$ cat src/shared/pcad_pkg.sv
// package: constants for the pci configuration access decode block
// ============================================================
// Behaviour
// - config space reached via address then data port
// - map one address port at 0x80000CF8
// - map one data port spans 0x80000CFC-CFF
// - map two address port FEC00000-FEDFFFFF words
// - map two data port FEE00000-FEEFFFFF words
// - device number selects matching AD idsel line
// - device 13 drives AD13, 14 drives AD14
// - devices 16 to 19 drive AD16 to AD19
// - each mezzanine slot merges INTA-INTD to one
// - expansion INTA-INTD pass through as four
package pcad_pkg;
  // ============================================================
  // processor address map
  localparam logic [31:0] PCAD_A_ADDR_PORT    = 32'h80000CF8;
  localparam logic [31:0] PCAD_A_DATA_PORT    = 32'h80000CFC;
  localparam logic [31:0] PCAD_B_ADDR_LO      = 32'hFEC00000;
  localparam logic [31:0] PCAD_B_ADDR_HI      = 32'hFEDFFFFF;
  localparam logic [31:0] PCAD_B_DATA_LO      = 32'hFEE00000;
  localparam logic [31:0] PCAD_B_DATA_HI      = 32'hFEEFFFFF;
  // ============================================================
  // config address register layout
  localparam int          PCAD_EN_BIT         = 31;
  localparam int          PCAD_BUS_LSB        = 16;
  localparam int          PCAD_DEV_LSB        = 11;
  localparam int          PCAD_FUNC_LSB       = 8;
  localparam int          PCAD_REG_LSB        = 2;
  localparam logic [31:0] PCAD_ADDR_RESET     = 32'h00000000;
  localparam logic [31:0] PCAD_ADDR_WMASK     = 32'h80FFFFFC;
  // ============================================================
  // idsel assignments
  localparam logic [4:0]  PCAD_DEV_BRIDGE     = 5'h0D;
  localparam logic [4:0]  PCAD_DEV_ENET       = 5'h0E;
  localparam logic [4:0]  PCAD_DEV_SLOT_FIRST = 5'h10;
  localparam logic [4:0]  PCAD_DEV_SLOT_LAST  = 5'h13;
  localparam int          PCAD_NUM_SLOTS      = 4;
  localparam logic [31:0] PCAD_DATA_UNMAPPED  = 32'hFFFFFFFF;

  typedef enum logic [1:0] {
    PCAD_PORT_NONE,
    PCAD_PORT_ADDR,
    PCAD_PORT_DATA
  } pcad_port_type;

  typedef enum logic [1:0] {
    PCAD_CYC_IDLE,
    PCAD_CYC_WAIT,
    PCAD_CYC_DONE
  } pcad_cyc_type;
endpackage

$ cat src/logic/pcad_config_decode.sv
// module: indirect pci configuration access decode top
`timescale 1ns/10ps
module pcad_config_decode
  import pcad_pkg::*;
#(
  parameter int NSLOT = PCAD_NUM_SLOTS
) (
  input  wire logic               clk_sys_in,
  input  wire logic               reset_in,
  input  wire logic               map_b_sel_in,
  input  wire logic               cpu_req_in,
  input  wire logic               cpu_wr_in,
  input  wire logic [31:0]        cpu_addr_in,
  input  wire logic [31:0]        cpu_wdata_in,
  output logic                    cpu_ack_out,
  output logic      [31:0]        cpu_rdata_out,
  output logic                    cfg_req_out,
  output logic                    cfg_wr_out,
  output logic      [31:0]        cfg_addr_out,
  output logic      [3:0]         cfg_be_n_out,
  output logic      [31:0]        cfg_wdata_out,
  input  wire logic               cfg_done_in,
  input  wire logic [31:0]        cfg_rdata_in,
  input  wire logic [4*NSLOT-1:0] slot_int_n_in,
  input  wire logic [3:0]         exp_int_n_in,
  output logic      [NSLOT-1:0]   slot_irq_n_out,
  output logic      [3:0]         exp_irq_n_out
);
  // ============================================================
  // decode helpers
  function automatic pcad_port_type port_of(input logic map_b,
                                            input logic [31:0] a);
    port_of = PCAD_PORT_NONE;
    if (!map_b) begin
      if (a == PCAD_A_ADDR_PORT) port_of = PCAD_PORT_ADDR;
      else if (a[31:2] == PCAD_A_DATA_PORT[31:2])
        port_of = PCAD_PORT_DATA;
    end else if (a[1:0] == 2'h0) begin
      if (a >= PCAD_B_ADDR_LO && a <= PCAD_B_ADDR_HI)
        port_of = PCAD_PORT_ADDR;
      else if (a >= PCAD_B_DATA_LO && a <= PCAD_B_DATA_HI)
        port_of = PCAD_PORT_DATA;
    end
  endfunction

  // one-hot idsel line for on-board device numbers, else none
  function automatic logic [31:0] idsel_of(input logic [4:0] dev);
    idsel_of = 32'h00000000;
    if (dev == PCAD_DEV_BRIDGE || dev == PCAD_DEV_ENET)
      idsel_of[dev] = 1'b1;
    else if (dev >= PCAD_DEV_SLOT_FIRST && dev <= PCAD_DEV_SLOT_LAST)
      idsel_of[dev] = 1'b1;
  endfunction

  // ============================================================
  // state
  logic [31:0]   cfg_addr_reg_ff;
  pcad_cyc_type  cyc_ff;
  pcad_port_type port_now;
  logic [4:0]    dev_now;
  logic          cfg_en_now;
  logic          bus_zero_now;
  logic [3:0]    be_now;

  assign port_now     = port_of(map_b_sel_in, cpu_addr_in);
  assign dev_now      = cfg_addr_reg_ff[PCAD_DEV_LSB +: 5];
  assign cfg_en_now   = cfg_addr_reg_ff[PCAD_EN_BIT];
  assign bus_zero_now = cfg_addr_reg_ff[PCAD_BUS_LSB +: 8] == 8'h00;
  // map b data port is word wide; map a lane picks one byte
  assign be_now = map_b_sel_in ? 4'h0 :
                  ~(4'h1 << cpu_addr_in[1:0]);

  // ============================================================
  // address port: software loads the target register address
  always_ff @(posedge clk_sys_in) begin
    if (reset_in)
      cfg_addr_reg_ff <= PCAD_ADDR_RESET;
    else if (cyc_ff == PCAD_CYC_IDLE && cpu_req_in && cpu_wr_in &&
             port_now == PCAD_PORT_ADDR)
      cfg_addr_reg_ff <= cpu_wdata_in & PCAD_ADDR_WMASK;
  end

  // ============================================================
  // cycle sequencer; unselected devices answer all ones at once
  // so software probing empty slots never hangs the cpu bus
  always_ff @(posedge clk_sys_in) begin
    if (reset_in) begin
      cyc_ff        <= PCAD_CYC_IDLE;
      cpu_ack_out   <= 1'b0;
      cpu_rdata_out <= 32'h00000000;
      cfg_req_out   <= 1'b0;
      cfg_wr_out    <= 1'b0;
      cfg_addr_out  <= 32'h00000000;
      cfg_be_n_out  <= 4'hF;
      cfg_wdata_out <= 32'h00000000;
    end else begin
      cpu_ack_out <= 1'b0;
      case (cyc_ff)
        PCAD_CYC_IDLE: begin
          if (cpu_req_in && port_now == PCAD_PORT_ADDR) begin
            cpu_ack_out   <= 1'b1;
            cpu_rdata_out <= cfg_addr_reg_ff;
            cyc_ff        <= PCAD_CYC_DONE;
          end else if (cpu_req_in && port_now == PCAD_PORT_DATA) begin
            if (cfg_en_now && bus_zero_now &&
                idsel_of(dev_now) != 32'h00000000) begin
              cfg_req_out   <= 1'b1;
              cfg_wr_out    <= cpu_wr_in;
              cfg_addr_out  <= idsel_of(dev_now) |
                               {21'h00000,
                                cfg_addr_reg_ff[PCAD_FUNC_LSB +: 3],
                                cfg_addr_reg_ff[PCAD_REG_LSB +: 6],
                                2'h0};
              cfg_be_n_out  <= be_now;
              cfg_wdata_out <= cpu_wdata_in;
              cyc_ff        <= PCAD_CYC_WAIT;
            end else begin
              cpu_ack_out   <= 1'b1;
              cpu_rdata_out <= PCAD_DATA_UNMAPPED;
              cyc_ff        <= PCAD_CYC_DONE;
            end
          end else if (cpu_req_in) begin
            cpu_ack_out   <= 1'b1; // unmapped: ack with zero
            cpu_rdata_out <= 32'h00000000;
            cyc_ff        <= PCAD_CYC_DONE;
          end
        end
        PCAD_CYC_WAIT: begin
          if (cfg_done_in) begin
            cfg_req_out   <= 1'b0;
            cfg_be_n_out  <= 4'hF;
            cpu_ack_out   <= 1'b1;
            cpu_rdata_out <= cfg_rdata_in;
            cyc_ff        <= PCAD_CYC_DONE;
          end
        end
        PCAD_CYC_DONE: begin
          // wait for cpu to drop request so one access is one cycle
          if (!cpu_req_in)
            cyc_ff <= PCAD_CYC_IDLE;
        end
        default: cyc_ff <= PCAD_CYC_IDLE;
      endcase
    end
  end

  // ============================================================
  // interrupt routing
  pcad_irq_merge #(
    .NSLOT (NSLOT)
  ) u_irq (
    .clk_sys_in     (clk_sys_in),
    .reset_in       (reset_in),
    .slot_int_n_in  (slot_int_n_in),
    .exp_int_n_in   (exp_int_n_in),
    .slot_irq_n_out (slot_irq_n_out),
    .exp_irq_n_out  (exp_irq_n_out)
  );

  // ============================================================
  // assertions
  addr_load_a: assert property (@(posedge clk_sys_in) disable iff (reset_in)
    (cyc_ff == PCAD_CYC_IDLE && cpu_req_in && cpu_wr_in && !map_b_sel_in &&
     cpu_addr_in == 32'h80000CF8)
    |=> cfg_addr_reg_ff == ($past(cpu_wdata_in) & 32'h80FFFFFC))
    else $error("address port write not stored");
  data_a_hit_a: assert property (@(posedge clk_sys_in) disable iff (reset_in)
    (cyc_ff == PCAD_CYC_IDLE && cpu_req_in && !map_b_sel_in &&
     cpu_addr_in[31:2] == 30'h2000033F && cfg_en_now && bus_zero_now &&
     dev_now == 5'h0E) |=> cfg_req_out && cfg_addr_out[14])
    else $error("map a data port did not start cycle");
  map_b_addr_a: assert property (@(posedge clk_sys_in) disable iff (reset_in)
    (cyc_ff == PCAD_CYC_IDLE && cpu_req_in && cpu_wr_in && map_b_sel_in &&
     cpu_addr_in[31:21] == 11'h7F6 && cpu_addr_in[1:0] == 2'h0)
    |=> cfg_addr_reg_ff == ($past(cpu_wdata_in) & 32'h80FFFFFC))
    else $error("map b address port write lost");
  map_b_data_a: assert property (@(posedge clk_sys_in) disable iff (reset_in)
    (cyc_ff == PCAD_CYC_IDLE && cpu_req_in && map_b_sel_in &&
     cpu_addr_in[31:20] == 12'hFEE && cpu_addr_in[1:0] == 2'h0 &&
     cfg_en_now && bus_zero_now && dev_now == 5'h10)
    |=> cfg_req_out && cfg_be_n_out == 4'h0)
    else $error("map b data port did not start cycle");
  idsel_hot_a: assert property (@(posedge clk_sys_in) disable iff (reset_in)
    $rose(cfg_req_out) |-> $onehot(cfg_addr_out[31:11]))
    else $error("idsel not one-hot");
  idsel_onboard_a: assert property (@(posedge clk_sys_in)
    disable iff (reset_in)
    $rose(cfg_req_out) |-> (cfg_addr_out[13] || cfg_addr_out[14] ||
      cfg_addr_out[19:16] != 4'h0))
    else $error("idsel line outside on-board set");
  slot_idsel_a: assert property (@(posedge clk_sys_in) disable iff (reset_in)
    (cyc_ff == PCAD_CYC_IDLE && cpu_req_in && port_now == PCAD_PORT_DATA &&
     cfg_en_now && bus_zero_now && dev_now == 5'h13)
    |=> cfg_addr_out[19] && cfg_addr_out[18:11] == 8'h00)
    else $error("slot device did not drive its line");
  byte_lane_a: assert property (@(posedge clk_sys_in) disable iff (reset_in)
    (cyc_ff == PCAD_CYC_IDLE && cpu_req_in && !map_b_sel_in &&
     port_now == PCAD_PORT_DATA && cpu_addr_in[1:0] == 2'h2 &&
     cfg_en_now && bus_zero_now && idsel_of(dev_now) != 32'h0)
    |=> cfg_be_n_out == 4'hB)
    else $error("byte enable does not match offset");
  done_ack_a: assert property (@(posedge clk_sys_in) disable iff (reset_in)
    (cyc_ff == PCAD_CYC_WAIT && cfg_done_in)
    |=> cpu_ack_out && !cfg_req_out ##1 !cpu_ack_out)
    else $error("completion not acked for one cycle");
  // a disabled address must answer at once and never reach the pci side
  no_target_a: assert property (@(posedge clk_sys_in) disable iff (reset_in)
    (cyc_ff == PCAD_CYC_IDLE && cpu_req_in && port_now == PCAD_PORT_DATA &&
     !cfg_en_now)
    |=> cpu_ack_out && !cfg_req_out &&
        cpu_rdata_out == 32'hFFFFFFFF)
    else $error("disabled data access started a cycle");

  cfg_read_c: cover property (@(posedge clk_sys_in)
    $rose(cfg_req_out) && !cfg_wr_out ##[1:20] cpu_ack_out);
  cfg_write_c: cover property (@(posedge clk_sys_in)
    $rose(cfg_req_out) && cfg_wr_out);
  map_b_c: cover property (@(posedge clk_sys_in)
    map_b_sel_in && cfg_req_out);
  empty_probe_c: cover property (@(posedge clk_sys_in)
    cpu_ack_out && cpu_rdata_out == 32'hFFFFFFFF);
  unmapped_c: cover property (@(posedge clk_sys_in)
    cyc_ff == PCAD_CYC_IDLE && cpu_req_in && port_now == PCAD_PORT_NONE);
endmodule

$ cat src/logic/pcad_irq_merge.sv
// module: pci slot interrupt merge and pass-through
`timescale 1ns/10ps
module pcad_irq_merge
  import pcad_pkg::*;
#(
  parameter int NSLOT = PCAD_NUM_SLOTS
) (
  input  wire logic             clk_sys_in,
  input  wire logic             reset_in,
  input  wire logic [4*NSLOT-1:0] slot_int_n_in,
  input  wire logic [3:0]       exp_int_n_in,
  output logic      [NSLOT-1:0] slot_irq_n_out,
  output logic      [3:0]       exp_irq_n_out
);
  // ============================================================
  // wired-and merge per slot, registered so outputs are flops
  always_ff @(posedge clk_sys_in) begin
    if (reset_in) begin
      slot_irq_n_out <= '1;
      exp_irq_n_out  <= 4'hF;
    end else begin
      for (int s = 0; s < NSLOT; s++) begin
        slot_irq_n_out[s] <= &slot_int_n_in[4*s +: 4];
      end
      exp_irq_n_out <= exp_int_n_in;
    end
  end

  merge_low_a: assert property (@(posedge clk_sys_in) disable iff (reset_in)
    !(&slot_int_n_in[3:0]) |=> !slot_irq_n_out[0])
    else $error("slot 0 interrupt not merged");
  exp_pass_a: assert property (@(posedge clk_sys_in) disable iff (reset_in)
    ##1 exp_irq_n_out == $past(exp_int_n_in))
    else $error("expansion interrupt not passed through");
endmodule

$ cat config.mk
export PLATFORM = sky130hd
export DESIGN_NAME = pcad_config_decode
export DESIGN_NICKNAME = d
export VERILOG_FILES = /design/src/shared/pcad_pkg.sv /design/src/logic/pcad_config_decode.sv /design/src/logic/pcad_irq_merge.sv
export SDC_FILE = /design/constraint.sdc
export NUM_CORES = 1
export LEC_CHECK = 0
export CAP_MARGIN = 20
export CORE_MARGIN = 1.5
export CORE_UTILIZATION = 35
export CTS_BUF_LIST = sky130_fd_sc_hd__clkbuf_4
export DETAILED_ROUTE_END_ITERATION = 8
export DONT_BUFFER_PORTS = 1
export PLACE_DENSITY = 0.61
export SLEW_MARGIN = 25
export SYNTH_ARGS = -nofsm -noshare
export SYNTH_HDL_FRONTEND = slang
export SYNTH_SLANG_ARGS = --single-unit
export TNS_END_PERCENT = 20
$ cat constraint.sdc
create_clock -name clk_sys_in -period 3.8 [get_ports clk_sys_in]
set_clock_uncertainty 0.1 [all_clocks]
set_input_delay 0.76 -clock clk_sys_in [delete_from_list [all_inputs] [get_ports clk_sys_in]]
set_output_delay 0.76 -clock clk_sys_in [all_outputs]
set_load 0.1 [all_outputs]
==> flow_summary.ini <==
[synth]
synthTopCellsByArea = dfxtp_1 (44%), nand2b_1 (6.2%), a21oi_1 (6.1%), o21ai_1 (5.3%), nor2b_1 (5.1%)
synth_top_area_cell = dfxtp_1
synth_warnings = 0
synth-seq-area-share_pct = 43.99
synth-seq-cells = 136
postSynthCellCount = 744
avgSynthCellArea_um2 = 8.319
syn_nets = 866
ys.flop_type = dfxtp_1
postSynth.asyncResetShare_pct = 0
syn_area_um2 = 6190
synth_cell_types = 46
synth_edf_count = 0
synth_top_cell_area_share_pct = 43.99

[worst_hold_path]
hold_class = input pin to register
min_from = reset_in
hold_path_depth = 1
holdPathEnd = cfg_req_out

[setup_path]
crit_family = compound AO/OA/AOI/OAI gates
r2r_end = cpu_rdata_out[30]
required_ps = 4080
critPathCaptureType = register
max_stage_delay_ps = 720
critPathLaunchType = register
reg2reg_from = cyc_ff[0]
cp_cell_sequence = nor2b_4 > nand2_1 > a31o_2 > a21oi_4 > a211oi_1
crit_slowest_cell = a21oi_4
cp.arrival_ps = 2940
cp.depth = 5
r2r_slack_ps = 1140
critPathLaunch = cyc_ff[0]
cp_max_fo = 32
rr_worst_depth = 5
path_class = register to register
critPathBufInv = 0

[power_and_ir_drop]
fin_total_pwr_mw = 2.680
peakVddDrop_mv = 0.1867
power_density_nw_per_um2 = 408.3
power_leakage_nw = 2.261

[status]
status = completed

[cts]
max-clock-path-buffers = 2
ctsResizeCount = 0
cts_buffers = 17
clock_latency_ps = 540
cts_setup_buffers = 0
htree_levels = 4
cts.sinks = 136
cts_tree = done
postCtsHoldBufs = 0
clkTransAtPathRegs_ps = 120
cts-root-buf = clkbuf_4

[final_layout]
area.growth.synth_to_final_pct = 6.024
layout_commonest_cell = dfxtp_1
fin_nets = 828
final_cell_mix = dfxtp_1 (136), a21oi_1 (74), o21ai_1 (65)
drive_above_1_share_pct = 8.067
utilization_pct = 37.94
design_area_um2 = 6563
final_cells = 945

[global_route]
grt_pass1_vias = 4717
grt_usage_pct = 19.07
grt_antenna_before_repair = 1
grt_max_degree = 162
grt-ovfl-total = 0
grt_pass1_wl_um = 27100

[sta]
relSlewSlack_pct = 29.56
period_share_pct = 70.03
setup_violations = 0
rsz0062_at_grt = no
slew_viol_final = 0
post-route-min-period_ps = 2661
hold_viol_final = 0
fmaxAchievable_mhz = 375.8
tightest_slew_ps = 1055
setup_tns_ps = 0

[routing]
drc = 0
wl_per_cell_um = 18.89
detail-route-antenna-nets = 0
wl_um = 17850
drt_pass1_iterations = 4
vias = 5022
vias_per_cell = 5.314
first_iter_violations = 366

[floorplan]
initial_core_util_pct = 35.79
die_h_um = 136.0
core_region_area_um2 = 17300
rows = 48
die_width_um = 136.0
io_pins = 233
die-area_um2 = 18490

[place]
dpl.hpwl_um = 11780
placed_area_um2 = 6304
placed_cells = 912
gp_congestion = 0.7770
portBuffers = 0

[flow_run]
maxCapViolations = 0
-- worst register-to-register path, cell delays in order, from the launching register on --
cell and delay [ps]:
dfxtp_1 390, nor2b_4 400, nand2_1 360, a31o_2 370, a21oi_4 720, a211oi_1 170
-- area by class of cell --
class	instances	area [µm²]
fillers	1797	10730
inverters	25	93.84
multi-input cells	518	3146
clock inverters	15	128.9
flip-flops and latches	136	2723
repair buffers	8	60.06
well taps	225	281.5
diodes	1	2.502
clock buffers	17	127.6
-- stage by stage --
stage                     setup slack [ps]  hold slack, ps
final                                 1139           224.2
after global routing                 884.7           141.8
after CTS                             1056           122.1
after detailed placement             751.8           407.5
after global placement               757.4           392.9
after floorplan                       1216           374.0
-- power breakdown --
group	total (mW)	switching (mW)	leakage, nW	internal, mW
logic	0.104	0.0543	1.02	0.0497
clock network	0.908	0.583	0.138	0.325
registers	1.67	0.216	1.10	1.45
-- cells by family after synthesis --
family,after synthesis,share of synthesized area (%)
AO/OA/AOI/OAI,251,23.19
multiplexers,23,3.719
AND/OR/NAND/NOR,244,23.02
flip-flops,136,43.99
buffers and inverters,90,6.084
-- state kept, by name (all words and copies together) (netlist names) --
signal,cells
cfg_addr_out,32
cpu_rdata_out,32
cyc_ff,2
u_irq.exp_irq_n_out,4
cfg_wdata_out,32
u_irq.slot_irq_n_out,4
cfg_be_n_out,4
cfg_req_out,1
cpu_ack_out,1
cfg_addr_reg_ff,23
cfg_wr_out,1
-- cells in the mapped netlist, drive strengths merged, types with 6 or more instances --
master,instances
o31ai,23
nand3,25
nand2,39
or2,6
o21bai,9
and2,18
nor3,10
nor2,9
dfxtp,136
inv,25
clkbuf,54
mux2i,23
buf,11
a21oi,76
o21ai,114
a211oi,9
nor2b,50
nand2b,61
nor4,12
-- routing by layer --
metal  global-route usage, %  share of wire (%)  vias to the layer above
li1                        -                  -                     2533
met1                   24.81                 45                     2351
met2                   29.64                 48                      136
met3                   7.084                6.8                        2
met4                   5.201               0.12                        0
met5                       0                  0                        -
-- how the worst max path moves through the flow --
stage                                    to  slack (ps)
after floorplan             cfg_addr_out[0]        1220
after global placement     cfg_addr_out[23]         760
after detailed placement    cfg_addr_out[8]         750
after CTS                 cpu_rdata_out[30]        1060
after global routing      cpu_rdata_out[11]         880
final                     cpu_rdata_out[30]        1140
No activity file was read; power rests on OpenSTA's default activity.
